[src/core/epf_pkg.sv]
/*
 * Constants for the page-frame map configuration block: port numbers,
 * configuration indices, field positions, reset values and address figures.
 * Assumes byte-wide processor I/O cycles and a 16 MB physical address space.
 */
package epf_pkg;

   // ****************************************
   // Processor ports
   // ****************************************
   localparam logic [15:0] CFG_INDEX_PORT  = 16'h0022;
   localparam logic [15:0] CFG_DATA_PORT   = 16'h0023;
   localparam logic [15:0] PAGE_PORT_BASE  = 16'h0208;
   localparam logic [15:0] PAGE_PORT_MASK  = 16'hFFFE;
   localparam logic [15:0] PAGE_PORT_DATA  = 16'h0001;

   // ****************************************
   // Configuration indices
   // ****************************************
   localparam logic [7:0] IDX_DRAM_CONFIG_EMS_ENABLE   = 8'h6B;
   localparam logic [7:0] IDX_EMS_FRAME_AND_IO_BASE    = 8'h6D;
   localparam logic [7:0] IDX_EMS_PAGE_RANGE_EXTENSION = 8'h6E;
   localparam logic [7:0] IDX_MISC_EMS_SIZE            = 8'h6F;

   // ****************************************
   // Field positions and reset values
   // ****************************************
   localparam int EMS_ENABLE_BIT = 4;
   localparam int SIZE_LSB       = 5;
   localparam int FRAME_LSB      = 4;
   localparam int IO_LSB         = 0;
   localparam logic [7:0] CFG_RESET      = 8'h00;
   localparam logic [7:0] UNMAPPED_READ  = 8'h00;

   // ****************************************
   // Address figures
   // ****************************************
   localparam logic [3:0]  FRAME_CODE_MAX = 4'h8;
   localparam logic [19:0] FRAME_PHYS_LO  = 20'hC0000;
   localparam logic [19:0] FRAME_STEP     = 20'h04000;
   localparam logic [19:0] FRAME_SPAN     = 20'h10000;
   localparam logic [23:0] ONE_MB         = 24'h100000;
   localparam logic [23:0] HALF_MB        = 24'h080000;
   localparam logic [23:0] DRAM_LIMIT     = 24'h800000;
   localparam int          PAGE_SHIFT     = 14;
   localparam int          PAGE_COUNT     = 4;
   localparam logic [15:0] IO_CODE_VALID  = 16'h4C63;

   typedef enum logic [1:0] {
      IDX_EMPTY = 2'b01,
      IDX_ARMED = 2'b10
   } epf_idx_state_t;

endpackage

[src/core/epf_page_mem.sv]
/*
 * Four page registers of the expanded-memory frame.
 * Assumes one write port and two read ports; read data come from flip-flops.
 */
`timescale 1ns/1ns
`default_nettype none

module epf_page_mem
(
   input  wire logic       clk,
   input  wire logic       reset_n,
   input  wire logic       wr_en,
   input  wire logic [1:0] wr_sel,
   input  wire logic [7:0] wr_data,
   input  wire logic [1:0] rd_a_sel,
   output logic      [7:0] rd_a_data,
   input  wire logic [1:0] rd_b_sel,
   output logic      [7:0] rd_b_data
);
   import epf_pkg::*;

   logic [7:0] page_q [PAGE_COUNT];

   // ****************************************
   // Storage
   // ****************************************
   always_ff @(posedge clk or negedge reset_n)
   begin
      if (!reset_n)
      begin
         for (int i = 0; i < PAGE_COUNT; i++)
            page_q[i] <= CFG_RESET;
      end
      else if (wr_en)
         page_q[wr_sel] <= wr_data;
   end

   // ****************************************
   // Registered reads
   // ****************************************
   always_ff @(posedge clk or negedge reset_n)
   begin
      if (!reset_n)
      begin
         rd_a_data <= CFG_RESET;
         rd_b_data <= CFG_RESET;
      end
      else
      begin
         rd_a_data <= page_q[rd_a_sel];
         rd_b_data <= page_q[rd_b_sel];
      end
   end

endmodule

`default_nettype wire

[src/core/epf_map_cfg.sv]
/*
 * Expanded-memory page-frame configuration and address mapper.
 * Assumes one-cycle I/O strobes synchronous to SYS_CLK and a memory address
 * presented with a one-cycle valid strobe; mapped address follows two edges later.
 */
`timescale 1ns/1ns
`default_nettype none

// How it works
// Bit 4 of index 6BH enables mapping
// Index 6FH bits 7-5 hold size
// First megabyte stays system; rest is expanded
// Index 6DH bits 7-4 select frame base
// Frame is four consecutive 16K pages
// Page 0 at C000H plus code times 400H
// Index 6EH bits 7-6 give page 0 range
// Pages 1-3 use bits 5-4, 3-2, 1-0
// Software keeps ranges inside installed memory
// Index 6DH bits 3-0 pick page port pair
// Page registers answer only at selected pair
// Up to 8 MB, above 1 MB mapped
// Index write precedes every data access
// Enabled frame hits redirect, others pass through
// Reserved base or port codes disable decode
module epf_map_cfg
(
   input  wire logic        SYS_CLK,
   input  wire logic        RESET_N,
   input  wire logic [15:0] IO_ADDR,
   input  wire logic        IO_WR,
   input  wire logic        IO_RD,
   input  wire logic [7:0]  IO_WDATA,
   output logic      [7:0]  IO_RDATA,
   output logic             IO_ACK,
   input  wire logic [23:0] MEM_ADDR,
   input  wire logic        MEM_VALID,
   output logic      [23:0] MAP_ADDR,
   output logic             MAP_VALID,
   output logic             MAP_HIT
);
   import epf_pkg::*;

   epf_idx_state_t idx_state_q;
   logic [7:0]  index_q;
   logic [7:0]  cfg_enable_q;
   logic [7:0]  cfg_frame_io_q;
   logic [7:0]  cfg_range_q;
   logic [7:0]  cfg_size_q;
   logic [1:0]  page_sel_q;
   logic [23:0] addr_s1_q;
   logic        valid_s1_q;
   logic        hit_s1_q;
   logic [1:0]  page_s1_q;
   logic        page_rd_q;
   logic [7:0]  cfg_rd_q;
   logic [7:0]  page_a_data;
   logic [7:0]  page_b_data;

   function automatic logic io_code_ok(input logic [3:0] code);
      io_code_ok = IO_CODE_VALID[code];
   endfunction

   function automatic logic [23:0] range_base(input logic [1:0] code);
      case (code)
         2'b00:   range_base = ONE_MB;
         2'b01:   range_base = 24'h200000;
         2'b10:   range_base = 24'h400000;
         2'b11:   range_base = 24'h600000;
         default: range_base = ONE_MB;
      endcase
   endfunction

   // ****************************************
   // Decodes
   // ****************************************
   logic        is_idx_wr;
   logic        is_data;
   logic        data_ok;
   logic [3:0]  frame_code;
   logic [3:0]  io_code;
   logic        decode_ok;
   logic [15:0] page_port;
   logic        page_io;
   logic        page_wr_sel;
   logic        page_wr_data;
   logic [19:0] frame_lo;
   logic [19:0] frame_off;
   logic        in_frame;
   logic [1:0]  s1_ext;
   logic [23:0] mapped;
   logic [23:0] ems_limit;

   assign is_idx_wr    = IO_WR && (IO_ADDR == CFG_INDEX_PORT);
   assign is_data      = (IO_WR || IO_RD) && (IO_ADDR == CFG_DATA_PORT);
   assign data_ok      = is_data && (idx_state_q == IDX_ARMED);
   assign frame_code   = cfg_frame_io_q[FRAME_LSB +: 4];
   assign io_code      = cfg_frame_io_q[IO_LSB +: 4];
   // Reserved codes shut both frame decode and page ports
   assign decode_ok    = (frame_code <= FRAME_CODE_MAX) && io_code_ok(io_code);
   assign page_port    = PAGE_PORT_BASE | {8'h00, io_code, 4'h0};
   assign page_io      = decode_ok && ((IO_ADDR & PAGE_PORT_MASK) == page_port);
   assign page_wr_sel  = page_io && IO_WR && !IO_ADDR[0];
   assign page_wr_data = page_io && IO_WR && (IO_ADDR[0] == PAGE_PORT_DATA[0]);
   assign frame_lo     = FRAME_PHYS_LO + 20'(frame_code) * FRAME_STEP;
   assign frame_off    = MEM_ADDR[19:0] - frame_lo;
   assign in_frame     = (MEM_ADDR[23:20] == 4'h0) && (MEM_ADDR[19:0] >= frame_lo)
                         && (frame_off < FRAME_SPAN);
   assign s1_ext       = cfg_range_q[2 * (3 - page_s1_q) +: 2];
   // Page number scaled to 16K, offset inside the page kept
   assign mapped       = range_base(s1_ext) + {3'b000, page_b_data[6:0], addr_s1_q[13:0]};
   assign ems_limit    = (cfg_size_q[SIZE_LSB +: 3] == 3'b000) ? (ONE_MB + HALF_MB)
                         : ONE_MB + {cfg_size_q[SIZE_LSB +: 3], 20'h00000};

   // ****************************************
   // Index sequencing
   // ****************************************
   always_ff @(posedge SYS_CLK or negedge RESET_N)
   begin
      if (!RESET_N)
      begin
         idx_state_q <= IDX_EMPTY;
         index_q     <= CFG_RESET;
      end
      else if (is_idx_wr)
      begin
         idx_state_q <= IDX_ARMED;
         index_q     <= IO_WDATA;
      end
      else if (is_data)
         idx_state_q <= IDX_EMPTY;
      else
      begin
         case (idx_state_q)
            IDX_EMPTY: idx_state_q <= IDX_EMPTY;
            IDX_ARMED: idx_state_q <= IDX_ARMED;
            default:   idx_state_q <= IDX_EMPTY;
         endcase
      end
   end

   // ****************************************
   // Configuration registers
   // ****************************************
   always_ff @(posedge SYS_CLK or negedge RESET_N)
   begin
      if (!RESET_N)
      begin
         cfg_enable_q   <= CFG_RESET;
         cfg_frame_io_q <= CFG_RESET;
         cfg_range_q    <= CFG_RESET;
         cfg_size_q     <= CFG_RESET;
      end
      else if (data_ok && IO_WR)
      begin
         case (index_q)
            IDX_DRAM_CONFIG_EMS_ENABLE:   cfg_enable_q   <= IO_WDATA;
            IDX_EMS_FRAME_AND_IO_BASE:    cfg_frame_io_q <= IO_WDATA;
            IDX_EMS_PAGE_RANGE_EXTENSION: cfg_range_q    <= IO_WDATA;
            IDX_MISC_EMS_SIZE:            cfg_size_q     <= IO_WDATA;
            default:                      cfg_size_q     <= cfg_size_q;
         endcase
      end
   end

   // ****************************************
   // Page register select
   // ****************************************
   always_ff @(posedge SYS_CLK or negedge RESET_N)
   begin
      if (!RESET_N)
         page_sel_q <= 2'b00;
      else if (page_wr_sel)
         page_sel_q <= IO_WDATA[1:0];
   end

   epf_page_mem u_pages
   (
      .clk       (SYS_CLK),
      .reset_n   (RESET_N),
      .wr_en     (page_wr_data),
      .wr_sel    (page_sel_q),
      .wr_data   (IO_WDATA),
      .rd_a_sel  (page_sel_q),
      .rd_a_data (page_a_data),
      .rd_b_sel  (frame_off[15:14]),
      .rd_b_data (page_b_data)
   );

   // ****************************************
   // Read answer
   // ****************************************
   always_ff @(posedge SYS_CLK or negedge RESET_N)
   begin
      if (!RESET_N)
      begin
         cfg_rd_q  <= UNMAPPED_READ;
         page_rd_q <= 1'b0;
         IO_ACK    <= 1'b0;
      end
      else
      begin
         IO_ACK    <= (data_ok && IO_RD) || (page_io && IO_RD);
         page_rd_q <= page_io && IO_RD && (IO_ADDR[0] == PAGE_PORT_DATA[0]);
         if (page_io && IO_RD && !IO_ADDR[0])
            cfg_rd_q <= {6'b000000, page_sel_q};
         else if (data_ok && IO_RD)
         begin
            case (index_q)
               IDX_DRAM_CONFIG_EMS_ENABLE:   cfg_rd_q <= cfg_enable_q;
               IDX_EMS_FRAME_AND_IO_BASE:    cfg_rd_q <= cfg_frame_io_q;
               IDX_EMS_PAGE_RANGE_EXTENSION: cfg_rd_q <= cfg_range_q;
               IDX_MISC_EMS_SIZE:            cfg_rd_q <= cfg_size_q;
               default:                      cfg_rd_q <= UNMAPPED_READ;
            endcase
         end
      end
   end

   assign IO_RDATA = page_rd_q ? page_a_data : cfg_rd_q;

   // ****************************************
   // Address mapping pipeline
   // ****************************************
   always_ff @(posedge SYS_CLK or negedge RESET_N)
   begin
      if (!RESET_N)
      begin
         addr_s1_q  <= 24'h000000;
         valid_s1_q <= 1'b0;
         hit_s1_q   <= 1'b0;
         page_s1_q  <= 2'b00;
      end
      else
      begin
         addr_s1_q  <= MEM_ADDR;
         valid_s1_q <= MEM_VALID;
         hit_s1_q   <= MEM_VALID && cfg_enable_q[EMS_ENABLE_BIT] && decode_ok && in_frame;
         page_s1_q  <= frame_off[15:14];
      end
   end

   always_ff @(posedge SYS_CLK or negedge RESET_N)
   begin
      if (!RESET_N)
      begin
         MAP_ADDR  <= 24'h000000;
         MAP_VALID <= 1'b0;
         MAP_HIT   <= 1'b0;
      end
      else
      begin
         MAP_VALID <= valid_s1_q;
         if (hit_s1_q && (mapped < ems_limit) && (mapped < DRAM_LIMIT))
         begin
            MAP_ADDR <= mapped;
            MAP_HIT  <= 1'b1;
         end
         else
         begin
            MAP_ADDR <= addr_s1_q;
            MAP_HIT  <= 1'b0;
         end
      end
   end
endmodule

`default_nettype wire

[config.mk]
export PLATFORM = sky130hd
export DESIGN_NAME = epf_map_cfg
export DESIGN_NICKNAME = d
export VERILOG_FILES = /design/src/core/epf_pkg.sv /design/src/core/epf_page_mem.sv /design/src/core/epf_map_cfg.sv
export SDC_FILE = /design/constraint.sdc
export NUM_CORES = 1
export LEC_CHECK = 0
export BUFFER_PORTS_ARGS = -buffer_cell sky130_fd_sc_hd__clkbuf_2
export CORE_MARGIN = 2
export CORE_UTILIZATION = 30
export DETAILED_ROUTE_END_ITERATION = 10
export PLACE_DENSITY_LB_ADDON = 0.12
export SETUP_SLACK_MARGIN = 0.3
export SLEW_MARGIN = 20
export SYNTH_ARGS = -nofsm -noshare
export SYNTH_HDL_FRONTEND = slang
export SYNTH_SLANG_ARGS = --single-unit
[constraint.sdc]
create_clock -name SYS_CLK -period 3.5 [get_ports SYS_CLK]
set_clock_uncertainty 0.1 [all_clocks]
set_input_delay 0.525 -clock SYS_CLK [delete_from_list [all_inputs] [get_ports SYS_CLK]]
set_output_delay 0.525 -clock SYS_CLK [all_outputs]
set_load 0.05 [all_outputs]
==> results.toml <==
[floorplan]
die_w_um = 154
initial_utilization_pct = 30.7
die_y_um = 154
fp.dieArea_um2 = 23600
io_pins = 88
core_region_area_um2 = 21900
rows = 54

[synth]
yosysSeqAreaShare_pct = 57.8
synth_top_area_share_pct = 57.4
ys_seq_elements = 155
synth.most_common_cell = "dfrtp_1"
synth_area_leaders = "dfrtp_1 57%, mux2_2 13%, mux4_2 5.7%"
synth_xor_area_share_pct = 1.17
synth.area.mux_share_pct = 20.6
dominantRegCellSynth = "dfrtp_1"
synth.distinct_cells = 57
synth_compound_area_share_pct = 5.24
syn_area_per_cell_um2 = 14.5
yosys.area_share.simple_pct = 10.2
ys.warnings.count = 0
synth_common_cells = "154 x dfrtp_1, 80 x mux2_2, 19 x inv_1, 18 x o21ai_0, 17 x mux4_2"
synth_top_family_by_area = "multiplexers"
synthAdderAreaFrac_pct = 2.72
synth.cell_area_um2 = 6710
synth_edf_count = 0
syn_inst = 464
synth_fp_nets = 531
async_flop_share_pct = 100
yosysTopAreaCell = "dfrtp_1"

[clocking]
root_buffer = "clkbuf_16"
clk_latency_ps = 420
cts.sinks = 155
cts.clk_slew.worst_paths_ps = 70
h-tree-depth = 4
cts_tree = "built"
clockBufferDepth = 2
numCtsBuffers = 17
holdBufCountCts = 0

[worst_setup_path]
slowest_stage = "mux4_2"
crit_family = "multiplexers"
cpPeakStageDelay_ps = 560
worst-path-max-fanout = 6
crit_path_start_kind = "flop"
crit_type = "flop to flop"
crit_path_cell_trace = "mux4_2 -> nor2_4 -> ha_4 -> ha_4 -> xor2_2 -> ha_1 -> o21ai_1 -> a21oi_1 -> nor4b_2 -> buf_4 -> mux2_4"
worst_path_most_repeated_cell = "ha_4"
worst-path-buf-inv = 1
critical_path_required_ps = 3710
worstPathArrival_ps = 3350
end_kind = "flop"

[sta]
fmax_mhz = 319
drv_slew = 0
setup_viol = 0
tightest_slew_ps = 792
relSlewSlack_pct = 47.2
fin_tns_setup_ps = 0
rsz0062_at_grt = "yes"
layout_min_cycle_time_ps = 3140
worst_slack_ps = 362
finalHoldViolCount = 0
period_share_pct = 89.6

[cells_and_area]
area_growth_pct = 22.4
nets = 631
antenna_cells = 0
final_cell_area_um2 = 8220
drive_gt1_share_pct = 43.7

[grt]
grt_max_degree = 82
grt_pass1_wl_mm = 26.6
grt_pass1_vias = 4420
track_usage_pct = 15.0
antenna_found_initial = 0
overflow = 0

[pwr]
p_per_area_nw_per_um2 = 486
p_seq_share_pct = 46.1
sw_frac_of_total_pct = 25.3
clkPwrFrac_pct = 47.5
intPower_uw = 2980
combPwrFrac_pct = 6.4
p_leak_uw = 0.00382
p_sw_uw = 1010
ir_drop_v = 0.000295

[routing]
drtPass1Iterations = 4
initialDrtViolationCount = 260
ant_nets = 0
avgRoutedWirePerCell_um = 19.9
wl_mm = 17.0
drc = 0
vias = 4230
vias_per_cell = 4.94

[placed_design]
dp_hpwl_mm = 12.2
finalWeightedCongestion = 0.791
placed_area_um2 = 7490
pre_cts_slack_ps = 428
port-buffer-count = 87

[run]
drv_cap = 0

[outcome]
status = "complete, no violations"

[worst_hold_path]
hp-class = "input port to async pin"
cell usage in the layout (no fill, tap or decap), types with 3 or more instances in the layout:
master,netlist,routed
nand3b_1,10,10
a221o_1,7,7
mux2i_1,5,5
nand2b_1,3,3
inv_8,0,4
mux2_2,80,71
nand4b_1,5,5
nand3_4,4,4
buf_4,0,11
nand3_1,10,10
mux2_4,2,11
inv_1,19,19
mux4_2,17,17
nor4_1,3,3
xnor2_1,5,5
nor2_1,9,8
inv_6,0,5
a21oi_1,3,3
o21ai_0,18,17
a32oi_1,5,5
xor2_1,4,3
ha_4,0,3
nor3_4,5,5
ha_1,13,10
nand2_1,15,15
a211oi_1,4,4
dfrtp_1,154,154
clkbuf_2,1,86
nor3_1,7,7
clkbuf_16,0,17
logic make-up (layout without fill, tap and decap cells):
family / Yosys count / after routing
compound gates: 49 / 49
xor+xnor: 9 / 9
flops: 155 / 155
fa+ha+maj: 14 / 14
simple gates: 94 / 94
mux: 106 / 106
buf+inv: 37 / 150
sequential cells by signal (all words and copies together), names as in the netlist:
name,count
u_pages.page_q,32
MAP_ADDR,24
addr_s1_q,24
cfg_enable_q,8
cfg_frame_io_q,8
cfg_range_q,8
cfg_rd_q,8
cfg_size_q,8
index_q,8
u_pages.rd_a_data,8
u_pages.rd_b_data,7
idx_state_q,2
page_s1_q,2
page_sel_q,2
IO_ACK,1
MAP_HIT,1
MAP_VALID,1
hit_s1_q,1
page_rd_q,1
valid_s1_q,1
power groups by stage:
stage / sequential, µW / combinational [µW] / clock (µW)
after global placement: 1870 / 254 / 0
final: 1840 / 255 / 1900
after global routing: 1840 / 278 / 2040
after detailed placement: 1880 / 257 / 0
after CTS: 1840 / 258 / 1940
after floorplan: 1930 / 74.8 / 0
final cells by class:
| type | instances | area, µm² |
|---|---|---|
| clock buffers | 18 | 429 |
| clock inverters | 14 | 174 |
| fillers | 2097 | 13700 |
| inverters | 19 | 71.3 |
| multi-input cells | 272 | 2770 |
| flip-flops and latches | 155 | 3880 |
| well taps | 280 | 350 |
| repair buffers | 99 | 544 |
worst register-to-register path, cell delays in order, from the launching register on:
cell and delay [ps]:
dfrtp_1 400, mux4_2 560, nor2_4 160, ha_4 150, ha_4 130, xor2_2 140, ha_1 250, o21ai_1 110
a21oi_1 60, nor4b_2 380, buf_4 260, mux2_4 320
layer usage:
layer	vias to the layer above	part of all wire [%]	global-route usage (%)	wire, µm
met3	19	4.3	3.52	739
met5	-	0	0	0
met4	0	2.1	5.55	354
met2	104	47	22.8	8040
li1	1908	-	-	-
met1	2199	46	20.8	7910
timing repair:
item / CTS / global route
setup buffers: 0 / 4
endpoints found under the setup margin: 0 / 9
resized for setup: 0 / 19
hold endpoints to repair: 0 / 0
path summary, 6_finish.rpt:
kind                       depth (start not counted)  slack, ps                          to                       start
min in group SYS_CLK                               1        100      addr_s1_q[1]$_DFF_PN0_                 MEM_ADDR[1]
max                                               11        360      MAP_ADDR[15]$_DFF_PN0_  cfg_range_q[1]$_DFFE_PN0P_
min                                                1         30      MAP_ADDR[13]$_DFF_PN0_                     RESET_N
min reg2reg                                        0        250       MAP_ADDR[2]$_DFF_PN0_      addr_s1_q[2]$_DFF_PN0_
max reg2reg                                       11        360      MAP_ADDR[15]$_DFF_PN0_  cfg_range_q[1]$_DFFE_PN0P_
max in group asynchronous                          2       2450  cfg_range_q[6]$_DFFE_PN0P_                     RESET_N
through the flow:
stage / utilization [%] / cells / hold slack [ps] / total power, µW
3_5_place_dp: 34.2 / 820 / 236 / 2130
5_1_grt: 37.5 / 857 / 79.0 / 4170
2_1_floorplan: - / 464 / 129 / 2000
6_report: 37.5 / 857 / 27.3 / 3990
3_3_place_gp: 34.2 / 820 / 231 / 2130
4_1_cts: 37.0 / 852 / 71.5 / 4040
Power figures use the tool's default switching activity.
